**config.mk**
```make
export PLATFORM = sky130hd
export DESIGN_NAME = cpusup_top
export DESIGN_NICKNAME = d
export VERILOG_FILES = /design/src/inc/cpusup_pkg.sv /design/src/rtl/cpusup_top.sv /design/src/rtl/cpusup_sync2.sv
export SDC_FILE = /design/constraint.sdc
export NUM_CORES = 1
export LEC_CHECK = 0
export ABC_CLOCK_PERIOD_IN_PS = 7630
export BUFFER_PORTS_ARGS = -buffer_cell sky130_fd_sc_hd__buf_4
export CELL_PAD_IN_SITES_DETAIL_PLACEMENT = 0
export CELL_PAD_IN_SITES_GLOBAL_PLACEMENT = 1
export CORE_AREA = 2 2 93 117
export CTS_BUF_LIST = sky130_fd_sc_hd__clkbuf_8 sky130_fd_sc_hd__clkbuf_16
export CTS_CLUSTER_DIAMETER = 40
export DETAILED_ROUTE_END_ITERATION = 10
export DIE_AREA = 0 0 95 119
export HOLD_SLACK_MARGIN = 0.06
export PLACE_DENSITY_LB_ADDON = 0.1
export SLEW_MARGIN = 30
export SYNTH_ARGS = -nofsm -noshare
export SYNTH_HDL_FRONTEND = slang
export SYNTH_SLANG_ARGS = --single-unit
```
**constraint.sdc**
```tcl
create_clock -name clk -period 7.63 [get_ports clk]
set_input_delay 1.1445 -clock clk [delete_from_list [all_inputs] [get_ports clk]]
set_output_delay 1.1445 -clock clk [all_outputs]
set_load 0.05 [all_outputs]
```
**src/inc/cpusup_pkg.sv**
```systemverilog
// Constants for the processor supervisor: timebase, stretch and watchdog timing.
// Assumes a 200 MHz system clock.
package cpusup_pkg;

   // System clock
   localparam int unsigned CLK_MHZ = 200;

   // Timebase tick period and its length in clock cycles
   localparam int unsigned TICK_US = 1;
   localparam int unsigned TICK_CYCLES = TICK_US * CLK_MHZ;

   // Reset stretch: nominal 200 ms, window 140 ms to 280 ms
   localparam int unsigned STRETCH_MS = 200;
   localparam int unsigned STRETCH_MIN_MS = 140;
   localparam int unsigned STRETCH_MAX_MS = 280;
   localparam int unsigned STRETCH_TICKS = STRETCH_MS * 1000 / TICK_US;

   // Watchdog timeout: nominal 1.6 s, window 1.0 s to 2.25 s
   localparam int unsigned WD_TIMEOUT_MS = 1600;
   localparam int unsigned WD_TICKS = WD_TIMEOUT_MS * 1000 / TICK_US;

   // Shortest kick pulse that must restart the watchdog, rounded up to cycles
   localparam int unsigned KICK_MIN_NS = 50;
   localparam int unsigned KICK_MIN_CYCLES = (KICK_MIN_NS * CLK_MHZ + 999) / 1000;

   // Synchroniser bit positions
   localparam int unsigned SYN_SUPPLY_LOW = 0;
   localparam int unsigned SYN_MANUAL_RST = 1;
   localparam int unsigned SYN_KICK = 2;
   localparam int unsigned SYN_KICK_FLOAT = 3;
   localparam int unsigned SYN_PWRFAIL = 4;
   localparam int unsigned SYN_WIDTH = 5;

   // Reset value of the synchroniser flops
   localparam logic SYN_RST_VAL = 1'b0;

   typedef enum logic [1:0] {
      CPUSUP_HOLD,
      CPUSUP_STRETCH,
      CPUSUP_RUN
   } cpusup_rst_state_t;

endpackage : cpusup_pkg

```
**src/rtl/cpusup_top.sv**
```systemverilog
// Processor supervisor: stretched system reset, watchdog, power-fail warning.
// Assumes all inputs are asynchronous pins; analog detectors sit outside.
// Function
// - Assert reset while supply low or button low
// - Hold reset 200 ms after both clear
// - Stretch debounces the manual reset button
// - Any kick edge restarts the watchdog count
// - Kick static past timeout drives expired low
// - Expired stays low until next kick edge; floating kick disables watchdog
// - Supply low forces expired low until valid
// - Active-high reset is exact complement
// - Warning high while sense above reference
// - Power-fail path independent of everything else
// - Watchdog timeout nominally 1.6 s
// - Stretch lasts 140 to 280 ms
`timescale 1ns/1ps
module cpusup_top #(
   parameter bit WD_VARIANT = 1'b1,
   parameter int unsigned TICK_CYCLES = cpusup_pkg::TICK_CYCLES,
   parameter int unsigned STRETCH_TICKS = cpusup_pkg::STRETCH_TICKS,
   parameter int unsigned WD_TICKS = cpusup_pkg::WD_TICKS
) (
   input wire logic clk,
   input wire logic rst_b,
   input wire logic supply_low,
   input wire logic manual_reset_n,
   input wire logic wd_kick_in,
   input wire logic wd_kick_float,
   input wire logic pwrfail_sense_in,
   output logic reset_n,
   output logic reset_hi,
   output logic wd_expired_n,
   output logic pwrfail_warn_n
);
   logic [cpusup_pkg::SYN_WIDTH-1:0] pin_raw;
   logic [cpusup_pkg::SYN_WIDTH-1:0] pin_s;
   logic sup_low_s;
   logic mr_n_s;
   logic kick_s;
   logic float_s;
   logic pf_s;

   assign pin_raw = {pwrfail_sense_in, wd_kick_float, wd_kick_in, manual_reset_n, supply_low};

   // Every pin is asynchronous to clk
   genvar gi;
   generate
      for (gi = 0; gi < cpusup_pkg::SYN_WIDTH; gi++) begin : g_sync
         cpusup_sync2 u_sync (
            .clk(clk),
            .rst_b(rst_b),
            .d(pin_raw[gi]),
            .q(pin_s[gi])
         );
      end
   endgenerate

   assign sup_low_s = pin_s[cpusup_pkg::SYN_SUPPLY_LOW];
   assign mr_n_s = pin_s[cpusup_pkg::SYN_MANUAL_RST];
   assign kick_s = pin_s[cpusup_pkg::SYN_KICK];
   assign float_s = pin_s[cpusup_pkg::SYN_KICK_FLOAT];
   assign pf_s = pin_s[cpusup_pkg::SYN_PWRFAIL];

   // Free-running timebase; coarse ticks keep the long counters narrow
   logic [15:0] tb_cnt;
   logic [15:0] next_tb_cnt;
   logic tick;

   always_comb begin
      tick = (tb_cnt == 16'(TICK_CYCLES - 1));
      next_tb_cnt = tick ? 16'h0000 : tb_cnt + 16'h0001;
   end

   always_ff @(posedge clk or negedge rst_b) begin
      if (!rst_b) begin
         tb_cnt <= 16'h0000;
      end else begin
         tb_cnt <= next_tb_cnt;
      end
   end

   // Reset sequencer
   cpusup_pkg::cpusup_rst_state_t state;
   cpusup_pkg::cpusup_rst_state_t next_state;
   logic [31:0] st_cnt;
   logic [31:0] next_st_cnt;
   logic hold;
   logic next_reset_n;
   logic next_reset_hi;

   always_comb begin
      hold = sup_low_s || !mr_n_s;
      next_state = state;
      next_st_cnt = st_cnt;
      case (state)
         cpusup_pkg::CPUSUP_HOLD: begin
            next_st_cnt = 32'h0000_0000;
            if (!hold) begin
               next_state = cpusup_pkg::CPUSUP_STRETCH;
            end
         end
         cpusup_pkg::CPUSUP_STRETCH: begin
            // Any bounce back to low restarts the full stretch
            if (hold) begin
               next_state = cpusup_pkg::CPUSUP_HOLD;
               next_st_cnt = 32'h0000_0000;
            end else if (tick) begin
               if (st_cnt == 32'(STRETCH_TICKS - 1)) begin
                  next_state = cpusup_pkg::CPUSUP_RUN;
               end else begin
                  next_st_cnt = st_cnt + 32'h0000_0001;
               end
            end
         end
         default: begin
            if (hold) begin
               next_state = cpusup_pkg::CPUSUP_HOLD;
            end
         end
      endcase
      next_reset_n = (next_state == cpusup_pkg::CPUSUP_RUN);
      next_reset_hi = WD_VARIANT ? 1'b0 : !next_reset_n;
   end

   always_ff @(posedge clk or negedge rst_b) begin
      if (!rst_b) begin
         state <= cpusup_pkg::CPUSUP_HOLD;
         st_cnt <= 32'h0000_0000;
         reset_n <= 1'b0;
         // Variant 0 starts asserted so the complement is exact from reset
         reset_hi <= !WD_VARIANT;
      end else begin
         state <= next_state;
         st_cnt <= next_st_cnt;
         reset_n <= next_reset_n;
         reset_hi <= next_reset_hi;
      end
   end

   // Watchdog
   logic kick_d;
   logic kick_edge;
   logic [31:0] wd_cnt;
   logic [31:0] next_wd_cnt;
   logic wd_exp;
   logic next_wd_exp;
   logic next_wd_expired_n;

   always_comb begin
      kick_edge = kick_s ^ kick_d;
      next_wd_cnt = wd_cnt;
      next_wd_exp = wd_exp;
      if (sup_low_s || float_s) begin
         // Count restarts once supply is valid again and the kick pin no longer floats
         next_wd_cnt = 32'h0000_0000;
         next_wd_exp = 1'b0;
      end else if (kick_edge) begin
         next_wd_cnt = 32'h0000_0000;
         next_wd_exp = 1'b0;
      end else if (tick && !wd_exp) begin
         if (wd_cnt == 32'(WD_TICKS - 1)) begin
            next_wd_exp = 1'b1;
         end else begin
            next_wd_cnt = wd_cnt + 32'h0000_0001;
         end
      end
      // Unused variant parks the expired pin high
      next_wd_expired_n = WD_VARIANT ? !(sup_low_s || next_wd_exp) : 1'b1;
   end

   always_ff @(posedge clk or negedge rst_b) begin
      if (!rst_b) begin
         kick_d <= 1'b0;
         wd_cnt <= 32'h0000_0000;
         wd_exp <= 1'b0;
         wd_expired_n <= 1'b1;
      end else begin
         kick_d <= kick_s;
         wd_cnt <= next_wd_cnt;
         wd_exp <= next_wd_exp;
         wd_expired_n <= next_wd_expired_n;
      end
   end

   // Power-fail warning: touches no other state
   logic next_pwrfail_warn_n;

   always_comb begin
      next_pwrfail_warn_n = pf_s;
   end

   always_ff @(posedge clk or negedge rst_b) begin
      if (!rst_b) begin
         pwrfail_warn_n <= 1'b0;
      end else begin
         pwrfail_warn_n <= next_pwrfail_warn_n;
      end
   end
endmodule : cpusup_top

```
**src/rtl/cpusup_sync2.sv**
```systemverilog
// Two-flop synchroniser for one asynchronous pin.
// Assumes the destination clock is clk; first flop feeds only the second.
`timescale 1ns/1ps
module cpusup_sync2 (
   input wire logic clk,
   input wire logic rst_b,
   input wire logic d,
   output logic q
);
   logic meta;
   logic next_meta;
   logic next_q;

   always_comb begin
      next_meta = d;
      next_q = meta;
   end

   always_ff @(posedge clk or negedge rst_b) begin
      if (!rst_b) begin
         meta <= cpusup_pkg::SYN_RST_VAL;
         q <= cpusup_pkg::SYN_RST_VAL;
      end else begin
         meta <= next_meta;
         q <= next_q;
      end
   end
endmodule : cpusup_sync2

```
==> results of run 1 <==
routing by layer:
metal  GRT usage  wire length, µm  part of all wire
met5           0                0                 0
met4      0.0797              242             0.022
met3      0.0348              247             0.023
met2       0.363             5630              0.51
met1       0.275             4850              0.44
sequential cells by signal, summed over array words and instances, names as in the netlist:
register,count
g_sync.u_sync.meta,5
g_sync.u_sync.q,5
kick_d,1
pwrfail_warn_n,1
reset_n,1
st_cnt,32
state,2
tb_cnt,16
wd_cnt,32
wd_exp,1
wd_expired_n,1
synth_stat cells, drive strengths merged (12+ instances only):
library cell   n
a21oi         49
clkbuf        19
dfrtp         96
inv           14
nand2         41
nand3         37
nand4         20
nor2          18
nor3          14
nor4          17
o21ai         37
o31ai         12
or3           40
or4           20
report_power, final:
part	switching, W	internal, W
registers	0.00000162	0.000518
logic	0.0000198	0.00000481
clock network	0.000225	0.000233
cell type report:
| class | instances | area (µm²) |
|---|---|---|
| tap | 132 | 165 |
| multi-input combinational | 388 | 2380 |
| sequential | 97 | 2430 |
| clock inverter | 7 | 78.8 |
| timing repair buffer | 14 | 105 |
| clock buffer | 9 | 225 |
| fill | 950 | 4910 |
| inverter | 14 | 52.6 |
worst paths after layout:
check / start / end / slack [ps] / cells after the start
max: tb_cnt[0]$_DFF_PN0_ / st_cnt[18]$_DFFE_PN0P_ / 4840 / 7
min: g_sync[3].u_sync.meta$_DFF_PN0_ / g_sync[3].u_sync.q$_DFF_PN0_ / 350 / 0
max reg2reg: tb_cnt[0]$_DFF_PN0_ / st_cnt[18]$_DFFE_PN0P_ / 4840 / 7
min reg2reg: g_sync[3].u_sync.meta$_DFF_PN0_ / g_sync[3].u_sync.q$_DFF_PN0_ / 350 / 0
max in group asynchronous: rst_b / wd_cnt[26]$_DFFE_PN0P_ / 5750 / 2
min in group asynchronous: rst_b / st_cnt[28]$_DFFE_PN0P_ / 770 / 1
through the flow:
step,std cells,hold WS (ps)
floorplan,525,331
finish,661,354
CTS,661,358
global placement,645,333
detailed placement,645,337
global route,661,367
kinds of logic (layout without fill, tap and decap cells):
| kind of cell | Yosys count | count (layout) | synth area share |
|---|---|---|---|
| compound gates | 120 | 120 | 0.142 |
| xor+xnor | 18 | 18 | 0.0317 |
| fa+ha+maj | 3 | 3 | 0.00755 |
| buf+inv | 40 | 44 | 0.0367 |
| flops | 97 | 97 | 0.488 |
| mux | 3 | 3 | 0.00604 |
| other cells | 1 | 1 | 0.000754 |
| simple gates | 243 | 243 | 0.287 |
worst reg2reg max path: stages (launching register included):
cell and delay [ps]:
dfrtp_1 400, ha_1 280, nor4b_2 300, and4_1 620
o2111ai_1 200, buf_4 250, or4_1 510, a21oi_1 150
==> metrics.yaml, run 1 <==
cts_root_buf: "clkbuf_16"
num_vias: 4033
arrival_ps: 3060
hold_buffers: 0
yosys_warnings: 0
yosysUniqueCellTypes: 52
grt_pass1_vias: 3978
htree_levels: 3
total_power_w: 0.00100
ios: 11
worstHoldPathType: "flop to flop"
cp_max_fo: 23
crit_buf_inv: 1
synthesis.area_um2: 4970
dp.final_hpwl_um: 7570
antenna_found_initial: 0
synthTopCellsByArea: "dfrtp_1 (48%), or3_1 (5.0%), a21oi_1 (4.9%)"
synth_nets: 535
max_freq_mhz: 359
diodes: 0
vdd_drop_max_uv: 136
mostFrequentLayoutCells: "dfrtp_1 (96), a21oi_1 (49), nand2_1 (41)"
worstSetupPathType: "flop to flop"
synthArstFlopShare: 1.00
grt_pass1_wl_um: 19300
clk_pin_slew_ps: 80
clkLatencyLatePin_ps: 360
fin_crit_sh: 0.365
numPortBuffers: 9
synth_edf_count: 0
clk_path_buf_depth: 2
netlist.top_cell.by_area: "dfrtp_1"
design_area_um2: 5440
initial_utilization: 0.480
drive_gt1_frac: 0.0870
die_y_um: 119
gr-total-overflow: 0
status: "finished, final reports clean"
synthFlopType: "dfrtp_1"
avgSynthCellArea_um2: 9.47
max_slew.worst_pin.slew_ps: 699
syn-instance-count: 525
placed_area_um2: 5130
place_congestion: 0.813
slew_headroom: 0.534
area_growth_pct: 9.39
dp_slack_ps: 4820
cts_buffers: 9
leakage_nw: 2.01
routed_via_density: 6.10
period_needed_ps: 2790
finalNetCount: 534
chipWidth_um: 95
drv_cap: 0
synth-seq-cells: 97
clock_skew_ps: 11.7
routed_wl_um: 11000
wl_per_cell_um: 16.6
crit_required_ps: 7910
core-area_um2: 10400
crit_slowest_cell: "and4_1"
crit_family: "simple AND/OR/NAND/NOR gates"
post-route-drc-count: 0
finalWorstSetupSlack_ps: 4840
utilization: 0.525
hold_violations: 0
worst_setup_path_start_kind: "flop"
synth_top_area_frac: 0.483
dieArea_um2: 11300
endpoint_kind: "flop"
tritoncts: "done"
postRouteAntennaNets: 0
initialDrtViolationCount: 120
crit_path_max_incr_delay_ps: 620
power_density_nw_per_um2: 184
final_common_cell: "dfrtp_1"
drtPass1Iterations: 4
setup_viol: 0
post_cts_buffers: 0
rsz0062_at_grt: "no"
grt_usage: 0.215
cp_cell_sequence: "ha_1 > nor4b_2 > and4_1 > o2111ai_1 > buf_4 > or4_1 > a21oi_1"
cts-resized-gates: 0
cts.sinks: 97
seq_area_frac_synth: 0.488
grt_max_degree: 57
fin_tns_setup_ps: 0
slew_violations: 0
rows: 42
Note: power is estimated with default switching activity, not from simulation.
==> run 2, diff against run 1 <==
--- a/config.mk
+++ b/config.mk
@@ -5,15 +5,15 @@
 export SDC_FILE = /design/constraint.sdc
 export NUM_CORES = 1
 export LEC_CHECK = 0
-export ABC_CLOCK_PERIOD_IN_PS = 7630
+export ABC_CLOCK_PERIOD_IN_PS = 2300
 export BUFFER_PORTS_ARGS = -buffer_cell sky130_fd_sc_hd__buf_4
 export CELL_PAD_IN_SITES_DETAIL_PLACEMENT = 0
 export CELL_PAD_IN_SITES_GLOBAL_PLACEMENT = 1
-export CORE_AREA = 2 2 93 117
+export CORE_AREA = 2 2 99 124
 export CTS_BUF_LIST = sky130_fd_sc_hd__clkbuf_8 sky130_fd_sc_hd__clkbuf_16
 export CTS_CLUSTER_DIAMETER = 40
 export DETAILED_ROUTE_END_ITERATION = 10
-export DIE_AREA = 0 0 95 119
+export DIE_AREA = 0 0 101 126
 export HOLD_SLACK_MARGIN = 0.06
 export PLACE_DENSITY_LB_ADDON = 0.1
 export SLEW_MARGIN = 30
==> constraint.sdc (replaced) <==
create_clock -name clk -period 2.3 [get_ports clk]
set_input_delay 0.345 -clock clk [delete_from_list [all_inputs] [get_ports clk]]
set_output_delay 0.345 -clock clk [all_outputs]
set_load 0.05 [all_outputs]
==> metrics.yaml, run 2 (synthesized netlist as in run 1, its figures left out) <==
status: "finished, final reports clean"
place_congestion: 0.796  # -2.2%
final_common_cell: "dfrtp_1"
grt_pass1_wl_um: 20600  # +6.9%
num_vias: 4304  # +6.7%
grt_pass1_vias: 4204  # +5.7%
cts_buffers: 9  # unchanged
drv_cap: 0  # unchanged
power_density_nw_per_um2: 548  # +200%
finalNetCount: 591  # +11%
clock_skew_ps: 4.32  # -7.34 ps
slew_headroom: 0.495  # -0.0397
layout_top_registers: "st_cnt x32, wd_cnt x32, tb_cnt x16"
arrival_ps: 2520  # -540 ps
htree_levels: 3  # unchanged
tritoncts: "done"
crit_slowest_cell: "or4_4"
slew_violations: 0  # unchanged
dp.final_hpwl_um: 8570  # +13%
initialDrtViolationCount: 185  # +54%
mostFrequentLayoutCells: "dfrtp_1 (96), buf_4 (65), a21oi_1 (47)"
chipWidth_um: 101  # +6.3%
max_freq_mhz: 443  # +23%
endpoint_kind: "flop"
routed_wl_um: 12100  # +9.9%
core-area_um2: 11600  # +12%
hold_ws_ps: 99.7  # -255 ps
worstSetupPathType: "flop to flop"
area_growth_pct: 21.2
worstHoldPathType: "input port to flop"
max_slew.worst_pin.slew_ps: 758  # +59.5 ps
rsz0062_at_grt: "yes"
drive_gt1_frac: 0.195  # +0.108
utilization: 0.521  # -0.00428
rows: 44  # +4.8%
gr-total-overflow: 0  # unchanged
setup_viol: 0  # unchanged
drtPass1Iterations: 7  # +3
worst_setup_path_start_kind: "flop"
total_power_w: 0.00330  # +230%
vdd_drop_max_uv: 310  # +130%
ios: 11  # unchanged
routed_via_density: 5.94  # -2.6%
grt_usage: 0.202  # -0.0127
antenna_found_initial: 0  # unchanged
post-route-drc-count: 0  # unchanged
period_needed_ps: 2260  # -530 ps
fin_crit_sh: 0.981  # +0.616
cts.sinks: 97  # unchanged
grt_max_degree: 57  # unchanged
postRouteAntennaNets: 0  # unchanged
design_area_um2: 6020  # +11%
die_y_um: 126  # +5.9%
placed_area_um2: 5630  # +9.6%
wl_per_cell_um: 16.6  # +0.36%
fin_tns_setup_ps: 0  # unchanged
leakage_nw: 2.34  # +16%
hold_violations: 0  # unchanged
crit_required_ps: 2560  # -5350 ps
crit_buf_inv: 1  # unchanged
clk_pin_slew_ps: 70  # about the same
cts_root_buf: "clkbuf_16"
dieArea_um2: 12700  # +13%
crit_path_max_incr_delay_ps: 530  # -90 ps
clk_path_buf_depth: 2  # unchanged
diodes: 0  # unchanged
cp_cell_sequence: "ha_4 > nand4_4 > or2_1 > or4_4 > buf_4 > or3_1 > a21oi_1"
cp_max_fo: 6  # -74%
crit_family: "simple AND/OR/NAND/NOR gates"
initial_utilization: 0.430  # -0.0502
numPortBuffers: 9  # unchanged
clkLatencyLatePin_ps: 350  # about the same
run 2: cell count changes in the layout (fill, tap and decap cells not counted), sizes merged:
cell         before  now
buf              14   70
clkinv            3    1
clkinvlp          0    1
dlygate4sd3       0    1
inv              18   19
run 2: worst paths after layout:
path / start / to / slack, ps / cells past startpoint
setup / recovery: wd_cnt[0]$_DFFE_PN0P_ / wd_cnt[16]$_DFFE_PN0P_ / 40 / 7
max in group asynchronous: rst_b / wd_cnt[0]$_DFFE_PN0P_ / 1040 / 3
min in group asynchronous: rst_b / wd_cnt[26]$_DFFE_PN0P_ / 520 / 2
hold / removal: pwrfail_sense_in / g_sync[4].u_sync.meta$_DFF_PN0_ / 100 / 1
hold reg to reg: g_sync[0].u_sync.meta$_DFF_PN0_ / g_sync[0].u_sync.q$_DFF_PN0_ / 350 / 0
setup reg to reg: wd_cnt[0]$_DFFE_PN0P_ / wd_cnt[16]$_DFFE_PN0P_ / 40 / 7
run 2: metal layers:
metal	vias to the layer above	track usage	wire length, µm
met4	0	0.0604	170
met5	-	0	0
met2	59	0.330	6120
li1	2089	-	-
met1	2143	0.274	5380
met3	13	0.0366	380
run 2: through the flow:
step           cells  worst slack (ps)
5_1_grt          724             -77.2
4_1_cts          723             0.292
2_1_floorplan    525              12.4
3_3_place_gp     706              11.3
6_report         724              42.8
3_5_place_dp     706             -30.5
run 2: worst reg2reg max path, stage by stage, from the launching register on:
cell	delay [ps]
dfrtp_1	450
ha_4	190
nand4_4	70
or2_1	260
or4_4	530
buf_4	180
or3_1	340
a21oi_1	160
run 2: report_power, final:
group	switching [W]	internal (W)
clock	0.000725	0.000767
sequential	0.00000478	0.00172
combinational	0.0000678	0.0000205
run 2: what timing repair did:
action | 4_1_cts | 5_1_grt
hold buffers | 1 | 0
gates resized for setup | 2 | 14
hold endpoints to repair | 40 | 0
setup endpoints to repair | 12 | 30
pin swaps | 2 | 3
buffers inserted | 0 | 1
run 2: layout make-up:
class	count	area [µm²]
inverter	14	52.6
clock inverter	7	70.1
tap	138	173
clock buffer	9	225
multi-input combinational	388	2490
timing repair buffer	71	581
fill	1095	5540
sequential	97	2430
